`config.mk`:
```
export PLATFORM = sky130hd
export DESIGN_NAME = sss_supervisor
export DESIGN_NICKNAME = d
export VERILOG_FILES = /design/src/sss_pkg.sv /design/src/sss_supervisor.sv
export SDC_FILE = /design/constraint.sdc
export NUM_CORES = 2
export LEC_CHECK = 0
export BUFFER_PORTS_ARGS = -buffer_cell sky130_fd_sc_hd__buf_4
export CORE_AREA = 2 2 473 475
export CTS_CLUSTER_DIAMETER = 150
export DETAILED_ROUTE_END_ITERATION = 7
export DIE_AREA = 0 0 475 477
export PLACE_DENSITY = 0.59
export SYNTH_ARGS = -nofsm -noshare
export SYNTH_HDL_FRONTEND = slang
export SYNTH_SLANG_ARGS = --single-unit
```
`constraint.sdc`:
```
create_clock -name clk -period 13.4 [get_ports clk]
set_input_delay 2.01 -clock clk [delete_from_list [all_inputs] [get_ports clk]]
set_output_delay 2.01 -clock clk [all_outputs]
set_load 0.005 [all_outputs]
```
`src/sss_pkg.sv`:
```
// Package for the safe stop supervisor: sizes, defaults, timing counts, types.
// Assumes a 20 MHz system clock; positions and speeds in hundredths of a unit.
`default_nettype none
package sss_pkg;
    localparam int unsigned N_AXES        = 8;
    localparam int unsigned VAL_W         = 24;
    localparam int unsigned CLK_HZ        = 20000000;
    localparam int unsigned HOLD_DELAY_MS = 200;
    localparam int unsigned HOLD_DELAY_CYC = (CLK_HZ / 1000) * HOLD_DELAY_MS;
    localparam int unsigned DECEL_TIME_MS = 1000;
    localparam int unsigned DECEL_TIME_CYC = (CLK_HZ / 1000) * DECEL_TIME_MS;
    localparam int unsigned CNT_W         = 32;
    localparam logic [VAL_W-1:0] STOP_SPEED_DEF  = 24'h000064;
    localparam logic [VAL_W-1:0] HOLD_TRAVEL_DEF = 24'h000064;
    localparam logic [15:0] ERR_SS1_TIMEOUT = 16'h2280;
    localparam logic [15:0] ERR_SS2_TIMEOUT = 16'h2281;
    localparam logic [15:0] ERR_HOLD_MOVE   = 16'h2282;
    localparam logic [15:0] ERR_NONE        = 16'h0000;

    typedef logic [VAL_W-1:0] sss_val_t;

    typedef struct packed {
        sss_val_t [N_AXES-1:0] pos_cmd;
        sss_val_t [N_AXES-1:0] pos_fb;
        sss_val_t [N_AXES-1:0] spd_cmd;
        sss_val_t [N_AXES-1:0] spd_fb;
    } sss_axis_s;

    typedef struct packed {
        logic servo_on_req;
        logic servo_off_req;
        logic prog_start;
        logic jog_req;
        logic hand_req;
        logic motion_cmd;
    } sss_op_s;

    typedef struct packed {
        logic servo_on_ok;
        logic servo_off_ok;
        logic prog_start_ok;
        logic jog_ok;
        logic hand_ok;
    } sss_grant_s;

    typedef enum logic [2:0] {
        SSS_RUN, SSS_SS1, SSS_STO, SSS_SS2, SSS_HOLD, SSS_WAIT
    } sss_state_e;
endpackage
`default_nettype wire

```
`src/sss_supervisor.sv`:
```
// Safe stop supervisor: category-1/2 stops, standstill holding, power cut-off.
// Assumes stop and e-stop inputs from pins; fault inputs and axis data are on the system clock.
// Functional notes
// - Raise hold-move error on holding violation
// - Holding only after category-2 deceleration
// - Default: stop2 suspends, start refused
// - Auto resume: suspend at motion, resume
// - Holding: servo-off, hand ok; jog refused
// - Servo-off during stop2 disables holding
// - Servo-on again: holding after 200 ms
// - Holding violation starts category-1 stop
// - Latch positions at holding start
// - Per-axis stop speed threshold, default 1.00
// - Per-axis travel limit, default 1.00
// - Stop1 request, e-stop, severe error trigger
// - Decelerate, then brake and cut power
// - Cut power on stopped or timeout
// - Stop1 timeout raises timeout error
// - Suspend until triggers clear and start
// - Stop1 not aborted until power cut
// - Clearing stop2 request returns to normal
// - No origin: cut power immediately
// - Separate stop speed set per axis
// - Deceleration time fixed constant
// - Holding keeps servos energised
// - Stop2 decelerates then holds, servos on
// - Forced cut-off on timeout or faults
`default_nettype none
module sss_supervisor (
    input  wire logic                                  clk,
    input  wire logic                                  reset,
    input  wire logic                                  clk_en,
    input  wire logic                                  stop1_req_pin,
    input  wire logic                                  stop2_req_pin,
    input  wire logic                                  estop_pin,
    input  wire logic                                  severe_error,
    input  wire logic                                  ctrl_error,
    input  wire logic                                  ext_comm_fail,
    input  wire logic                                  origin_set,
    input  wire logic                                  auto_resume,
    input  wire logic [sss_pkg::N_AXES-1:0]            axis_enable,
    input  wire sss_pkg::sss_val_t [sss_pkg::N_AXES-1:0] stop_speed,
    input  wire sss_pkg::sss_val_t [sss_pkg::N_AXES-1:0] hold_travel,
    input  wire sss_pkg::sss_axis_s                    axis,
    input  wire logic                                  servo_is_on,
    input  wire sss_pkg::sss_op_s                      op,
    output var sss_pkg::sss_grant_s                    grant,
    output logic                                       decel_cmd,
    output logic                                       brake_lock,
    output logic                                       power_cut,
    output logic                                       prog_suspend,
    output logic                                       prog_resume,
    output logic                                       holding,
    output logic                                       error_flag,
    output logic [15:0]                                error_code
);
    localparam logic [sss_pkg::CNT_W-1:0] DECEL_LIM = sss_pkg::CNT_W'(sss_pkg::DECEL_TIME_CYC);
    localparam logic [sss_pkg::CNT_W-1:0] HOLD_LIM  = sss_pkg::CNT_W'(sss_pkg::HOLD_DELAY_CYC);

    function automatic sss_pkg::sss_val_t absdiff(input sss_pkg::sss_val_t a, input sss_pkg::sss_val_t b);
        absdiff = ($signed(a) > $signed(b)) ? a - b : b - a;
    endfunction

    function automatic sss_pkg::sss_val_t absval(input sss_pkg::sss_val_t a);
        absval = a[sss_pkg::VAL_W-1] ? sss_pkg::VAL_W'(-a) : a;
    endfunction

    logic [1:0] s1_sync, s2_sync, es_sync;
    logic       restart, cut_next;
    logic       stop1_in, stop2_in, estop_in;
    sss_pkg::sss_state_e state;
    sss_pkg::sss_val_t [sss_pkg::N_AXES-1:0] held_cmd, held_fb;
    logic [sss_pkg::CNT_W-1:0] timer;
    logic       all_stopped, cmd_zero, hold_violation, stop1_trig, stop2_pend;

    // Two-flop synchronisers
    always_ff @(posedge clk) begin
        if (reset) begin
            s1_sync <= 2'h0;
            s2_sync <= 2'h0;
            es_sync <= 2'h0;
        end else if (clk_en) begin
            s1_sync <= {s1_sync[0], stop1_req_pin};
            s2_sync <= {s2_sync[0], stop2_req_pin};
            es_sync <= {es_sync[0], estop_pin};
        end
    end
    assign stop1_in = s1_sync[1];
    assign stop2_in = s2_sync[1];
    assign estop_in = es_sync[1];

    assign stop1_trig = stop1_in | estop_in | severe_error;

    // Whole-robot stopped and holding checks
    always_comb begin
        all_stopped    = 1'b1;
        cmd_zero       = 1'b1;
        hold_violation = 1'b0;
        for (int i = 0; i < sss_pkg::N_AXES; i++) begin
            if (axis_enable[i]) begin
                if (absval(axis.spd_fb[i]) >= stop_speed[i] ||
                    absval(axis.spd_cmd[i]) >= stop_speed[i])
                    all_stopped = 1'b0;
                if (axis.spd_cmd[i] != '0)
                    cmd_zero = 1'b0;
                if (absdiff(axis.pos_cmd[i], held_cmd[i]) > hold_travel[i] ||
                    absdiff(axis.pos_fb[i], held_fb[i]) > hold_travel[i] ||
                    absval(axis.spd_cmd[i]) > stop_speed[i] ||
                    absval(axis.spd_fb[i]) > stop_speed[i])
                    hold_violation = 1'b1;
            end
        end
    end

    // Main stop sequencer
    always_ff @(posedge clk) begin
        if (reset) begin
            state      <= sss_pkg::SSS_RUN;
            timer      <= '0;
            error_code <= sss_pkg::ERR_NONE;
            error_flag <= 1'b0;
        end else if (clk_en) begin
            unique case (state)
                sss_pkg::SSS_RUN: begin
                    timer <= '0;
                    if (ctrl_error || ext_comm_fail) begin
                        state <= sss_pkg::SSS_STO;
                    end else if (stop1_trig || hold_violation && 1'b0) begin
                        state <= origin_set ? sss_pkg::SSS_SS1 : sss_pkg::SSS_STO;
                    end else if (stop2_in && servo_is_on) begin
                        state <= sss_pkg::SSS_SS2;
                    end
                end
                sss_pkg::SSS_SS1: begin
                    timer <= timer + 1'b1;
                    if (ctrl_error || ext_comm_fail) begin
                        state <= sss_pkg::SSS_STO;
                    end else if ((cmd_zero && all_stopped)) begin
                        state <= sss_pkg::SSS_STO;
                    end else if (timer >= DECEL_LIM - 1'b1) begin
                        state      <= sss_pkg::SSS_STO;
                        error_code <= sss_pkg::ERR_SS1_TIMEOUT;
                        error_flag <= 1'b1;
                    end
                end
                sss_pkg::SSS_STO: begin
                    timer <= '0;
                    if (!stop1_trig && !ctrl_error && !ext_comm_fail && op.prog_start) begin
                        state      <= sss_pkg::SSS_RUN;
                        error_flag <= 1'b0;
                        error_code <= sss_pkg::ERR_NONE;
                    end
                end
                sss_pkg::SSS_SS2: begin
                    timer <= timer + 1'b1;
                    if (ctrl_error || ext_comm_fail) begin
                        state <= sss_pkg::SSS_STO;
                    end else if (stop1_trig) begin
                        state <= origin_set ? sss_pkg::SSS_SS1 : sss_pkg::SSS_STO;
                        timer <= '0;
                    end else if (cmd_zero && all_stopped) begin
                        state <= sss_pkg::SSS_HOLD;
                    end else if (timer >= DECEL_LIM - 1'b1) begin
                        state      <= sss_pkg::SSS_STO;
                        error_code <= sss_pkg::ERR_SS2_TIMEOUT;
                        error_flag <= 1'b1;
                    end
                end
                sss_pkg::SSS_HOLD: begin
                    timer <= '0;
                    if (ctrl_error || ext_comm_fail) begin
                        state <= sss_pkg::SSS_STO;
                    end else if (hold_violation) begin
                        state      <= origin_set ? sss_pkg::SSS_SS1 : sss_pkg::SSS_STO;
                        error_code <= sss_pkg::ERR_HOLD_MOVE;
                        error_flag <= 1'b1;
                    end else if (stop1_trig) begin
                        state <= origin_set ? sss_pkg::SSS_SS1 : sss_pkg::SSS_STO;
                    end else if (!servo_is_on) begin
                        state <= sss_pkg::SSS_WAIT;
                    end else if (!stop2_in) begin
                        state <= sss_pkg::SSS_RUN;
                    end
                end
                sss_pkg::SSS_WAIT: begin
                    timer <= servo_is_on ? timer + 1'b1 : '0;
                    if (stop1_trig || ctrl_error || ext_comm_fail) begin
                        state <= (origin_set && !ctrl_error && !ext_comm_fail) ? sss_pkg::SSS_SS1 : sss_pkg::SSS_STO;
                        timer <= '0;
                    end else if (!stop2_in) begin
                        state <= sss_pkg::SSS_RUN;
                    end else if (servo_is_on && timer >= HOLD_LIM - 1'b1) begin
                        state <= sss_pkg::SSS_HOLD;
                    end
                end
            endcase
        end
    end

    // Latch held positions on entry to holding
    always_ff @(posedge clk) begin
        if (reset) begin
            held_cmd <= '0;
            held_fb  <= '0;
        end else if (clk_en && state != sss_pkg::SSS_HOLD) begin
            held_cmd <= axis.pos_cmd;
            held_fb  <= axis.pos_fb;
        end
    end

    // Restart from cut-off, and entry to a category-1 stop or cut-off
    assign restart  = state == sss_pkg::SSS_STO && !stop1_trig && !ctrl_error && !ext_comm_fail && op.prog_start;
    assign cut_next = stop1_trig || ctrl_error || ext_comm_fail ||
                      (state == sss_pkg::SSS_HOLD && hold_violation) ||
                      (state == sss_pkg::SSS_SS2 && timer >= DECEL_LIM - 1'b1);

    // Program suspend and resume
    always_ff @(posedge clk) begin
        if (reset) begin
            prog_suspend <= 1'b0;
            prog_resume  <= 1'b0;
            stop2_pend   <= 1'b0;
        end else if (clk_en) begin
            prog_resume <= 1'b0;
            if (restart) begin
                prog_suspend <= 1'b0;
                prog_resume  <= 1'b1;
                stop2_pend   <= 1'b0;
            end else if (state == sss_pkg::SSS_SS1 || state == sss_pkg::SSS_STO || cut_next) begin
                prog_suspend <= 1'b1;
                stop2_pend   <= 1'b0;
            end else if (stop2_in) begin
                if (!auto_resume || op.motion_cmd)
                    prog_suspend <= 1'b1;
                stop2_pend <= auto_resume;
            end else if (stop2_pend) begin
                prog_suspend <= 1'b0;
                prog_resume  <= prog_suspend;
                stop2_pend   <= 1'b0;
            end else if (prog_suspend && op.prog_start && state == sss_pkg::SSS_RUN) begin
                prog_suspend <= 1'b0;
                prog_resume  <= 1'b1;
            end
        end
    end

    // Operation grants
    always_comb begin
        grant.servo_on_ok   = state != sss_pkg::SSS_SS1;
        grant.servo_off_ok  = 1'b1;
        grant.hand_ok       = 1'b1;
        grant.jog_ok        = state == sss_pkg::SSS_RUN && !stop2_in;
        grant.prog_start_ok = (state == sss_pkg::SSS_RUN && (!stop2_in || auto_resume)) ||
                              ((state == sss_pkg::SSS_HOLD || state == sss_pkg::SSS_WAIT) && auto_resume) ||
                              (state == sss_pkg::SSS_STO && !stop1_trig);
    end

    assign decel_cmd  = state == sss_pkg::SSS_SS1 || state == sss_pkg::SSS_SS2;
    assign brake_lock = state == sss_pkg::SSS_STO;
    assign power_cut  = state == sss_pkg::SSS_STO;
    assign holding    = state == sss_pkg::SSS_HOLD;
endmodule
`default_nettype wire

```
==> out/results.ini <==
[global_route]
grt_pass1_vias=78460
grt_first_pass_wirelength_um=472100
track_usage=0.2668
antenna_found_initial=155
grt_max_degree=132
grt_overflow_total=0

[worst_setup_path]
path_class=in -> reg
required_ns=14.07
crit_fanout=5
slowest_delay_ns=0.77
cp.arrival_ns=9.97
cp_common_cell=inv_1
startpoint_type=primary input
cp_slowest_cell=a211oi_1
end_kind=register

[layout]
post_layout_nonfiller_instances=15330
nets=14980
drive_above_1_share=0.1190
area_delta_synth_final_pct=17.26

[clock_tree]
cts_max_level=3
cts_setup_buffers=0
clk_pin_slew_ns=0.06
tritoncts=yes
cts_buffers=68
ctsRootBufferMaster=clkbuf_16
cts.sinks=432
hold_buffers=0
clock_latency_ns=0.74
cts_buffer_depth=3
ctsResizeCount=0

[floorplanning]
core_mm2=0.2214
fp.dieArea_mm2=0.2266
die_x_um=475
ios=1206
die_y_um=477
initial_core_util=0.3624
rows=173

[synth]
ys.flop_type=dfxtp_1
synth_edf_count=0
netlist_instances=11410
synth_top_area_frac=0.2398
synth.avg_cell_area_um2=7.037
synth_top_area_cell=ha_1
ys_seq_elements=432
synth_cell_type_count=88
seq_area_frac_synth=0.1078
ys_warn_count=0
syn_area_mm2=0.08026
synth_area_leaders=ha_1, dfxtp_1, a21oi_1
async_reset_ff_frac=0

[routing]
drtIter0Drc=5862
via_count=83580
drc_errors=0
firstDrtPassIters=5
wl_per_cell_um=20.77
wl_um=318300
routed_via_density=5.452
ant_nets=0

[placement]
place_worst_setup_slack_ns=3.515
portBuffers=1188
hpwl_um=270900
place_inst=15140
gp_routability_congestion=1.023

[sta]
fin_crit_sh=0.6934
skew_ns=0.09384
fin_tns_setup_ns=0
min_period_ns=9.291
hold_violations=0
fmax_mhz=107.6
finalWorstSetupSlack_ns=4.109
worst_slew_pin_slew_ns=1.143
setup_viol=0
max_slew_margin=0.2358
rsz0062_at_grt=no
drv_slew=0

[worst_hold_path]
hold_class=reg -> reg

[power_and_ir_drop]
power_density_mw_per_mm2=78.42
leakage_uw=0.04507
peakVddDrop_uv=93.83

[status]
outcome=completed

[run]
cap_violations=0

-- through the flow --
| step | utilization | hold slack [ns] | area [um^2] | power, uW |
|---|---|---|---|---|
| floorplan | - | 0.4363 | 80300 | 4135 |
| global placement | 0.4132 | 0.4445 | 91500 | 5363 |
| detailed placement | 0.4132 | 0.4465 | 91500 | 5380 |
| CTS | 0.4242 | 0.4544 | 93930 | 7416 |
| global route | 0.4246 | 0.4693 | 94030 | 7966 |
| finish | 0.4250 | 0.4538 | 94100 | 7380 |
-- critical path: cells and delay by family --
family                   cells  cell delay (ns)
buffers and inverters        5             0.54
XOR/XNOR                     1             0.13
multiplexers                 1             0.34
AND/OR/NAND/NOR              6             1.59
AO/OA/AOI/OAI               13             4.50
adder cells (fa/ha/maj)      3             0.84
-- worst paths after layout --
| kind | startpoint | endpoint | slack [ns] | cells past startpoint |
|---|---|---|---|---|
| setup / recovery | axis[720] | prog_suspend | 4.11 | 29 |
| hold / removal | held_fb[47] | held_fb[47] | 0.45 | 2 |
| setup reg to reg | held_cmd[144] | prog_suspend | 5.21 | 27 |
| hold reg to reg | held_fb[47] | held_fb[47] | 0.45 | 2 |
-- report_power, final --
group          internal [uW]  leakage, uW  switching [uW]  total [uW]
logic                   1690       0.0403            2320        4000
registers               1350      0.00355            54.3        1410
clock network           1160      0.00117             809        1970
total                   4200       0.0451            3180        7380
-- synthesized netlist by cell type, types with 91 or more instances --
| library cell | number |
|---|---|
| o21ai_0 | 603 |
| clkbuf_1 | 431 |
| nand2b_1 | 115 |
| a21o_1 | 451 |
| nand3_1 | 165 |
| xnor2_1 | 572 |
| nor3_1 | 154 |
| ha_1 | 1538 |
| xor2_1 | 136 |
| a211oi_1 | 91 |
| nand2_1 | 1401 |
| a21oi_1 | 1485 |
| mux2i_1 | 162 |
| nand4_1 | 270 |
| o21bai_1 | 211 |
| inv_1 | 1383 |
| nor2b_1 | 113 |
| o31ai_1 | 149 |
| dfxtp_1 | 432 |
| nor2_1 | 439 |
-- logic make-up (layout without fill, tap and decap cells) --
kind of cell,count (synthesis),after routing,synth area share
compound gates,3584,3584,0.2747
flops,432,432,0.1078
other cells,2,81,0.00009358
buf+inv,1861,2731,0.08783
xor+xnor,708,708,0.07726
simple gates,3039,3039,0.1777
fa+ha+maj,1570,1570,0.2478
mux,209,209,0.02680
-- placed cells by master (no fill, tap or decap), types with 162 or more instances in the layout --
cell type | netlist | routed
nand4_1 | 270 | 270
inv_1 | 1383 | 1383
xnor2_1 | 572 | 572
ha_1 | 1538 | 1538
mux2i_1 | 162 | 162
a21o_1 | 451 | 451
a21oi_1 | 1485 | 1484
nand2_1 | 1401 | 1400
nor2_1 | 439 | 438
nand3_1 | 165 | 165
o21ai_0 | 603 | 603
buf_4 | 16 | 1220
o21bai_1 | 211 | 211
dfxtp_1 | 432 | 432
-- per-layer routing --
layer  vias up  wire [um]  global-route usage  part of all wire
met5         -       1050                   0            0.0033
met4       164      10630             0.08706             0.033
met1     38500     134400              0.3291              0.42
met2      2520     141100              0.4295              0.44
met3       580      31100             0.09319             0.098
li1      41820          -                   -                 -
-- state kept, by name, indices dropped and copies added (netlist names), 2 cells and up --
name,flops
held_cmd,192
state,3
timer,32
s1_sync,2
held_fb,192
error_code,3
s2_sync,2
es_sync,2
-- cell type report --
cell class / instances / area (um^2)
Timing Repair Buffer: 1223 / 9214
Multi-Input combinational cell: 9123 / 64720
Tap cell: 2975 / 3722
Clock buffer: 93 / 1926
Inverter: 1384 / 5195
Antenna cell: 68 / 170.2
Clock inverter: 31 / 505.5
Fill cell: 23510 / 127300
Sequential cell: 432 / 8648
Power figures use the tool's default switching activity.
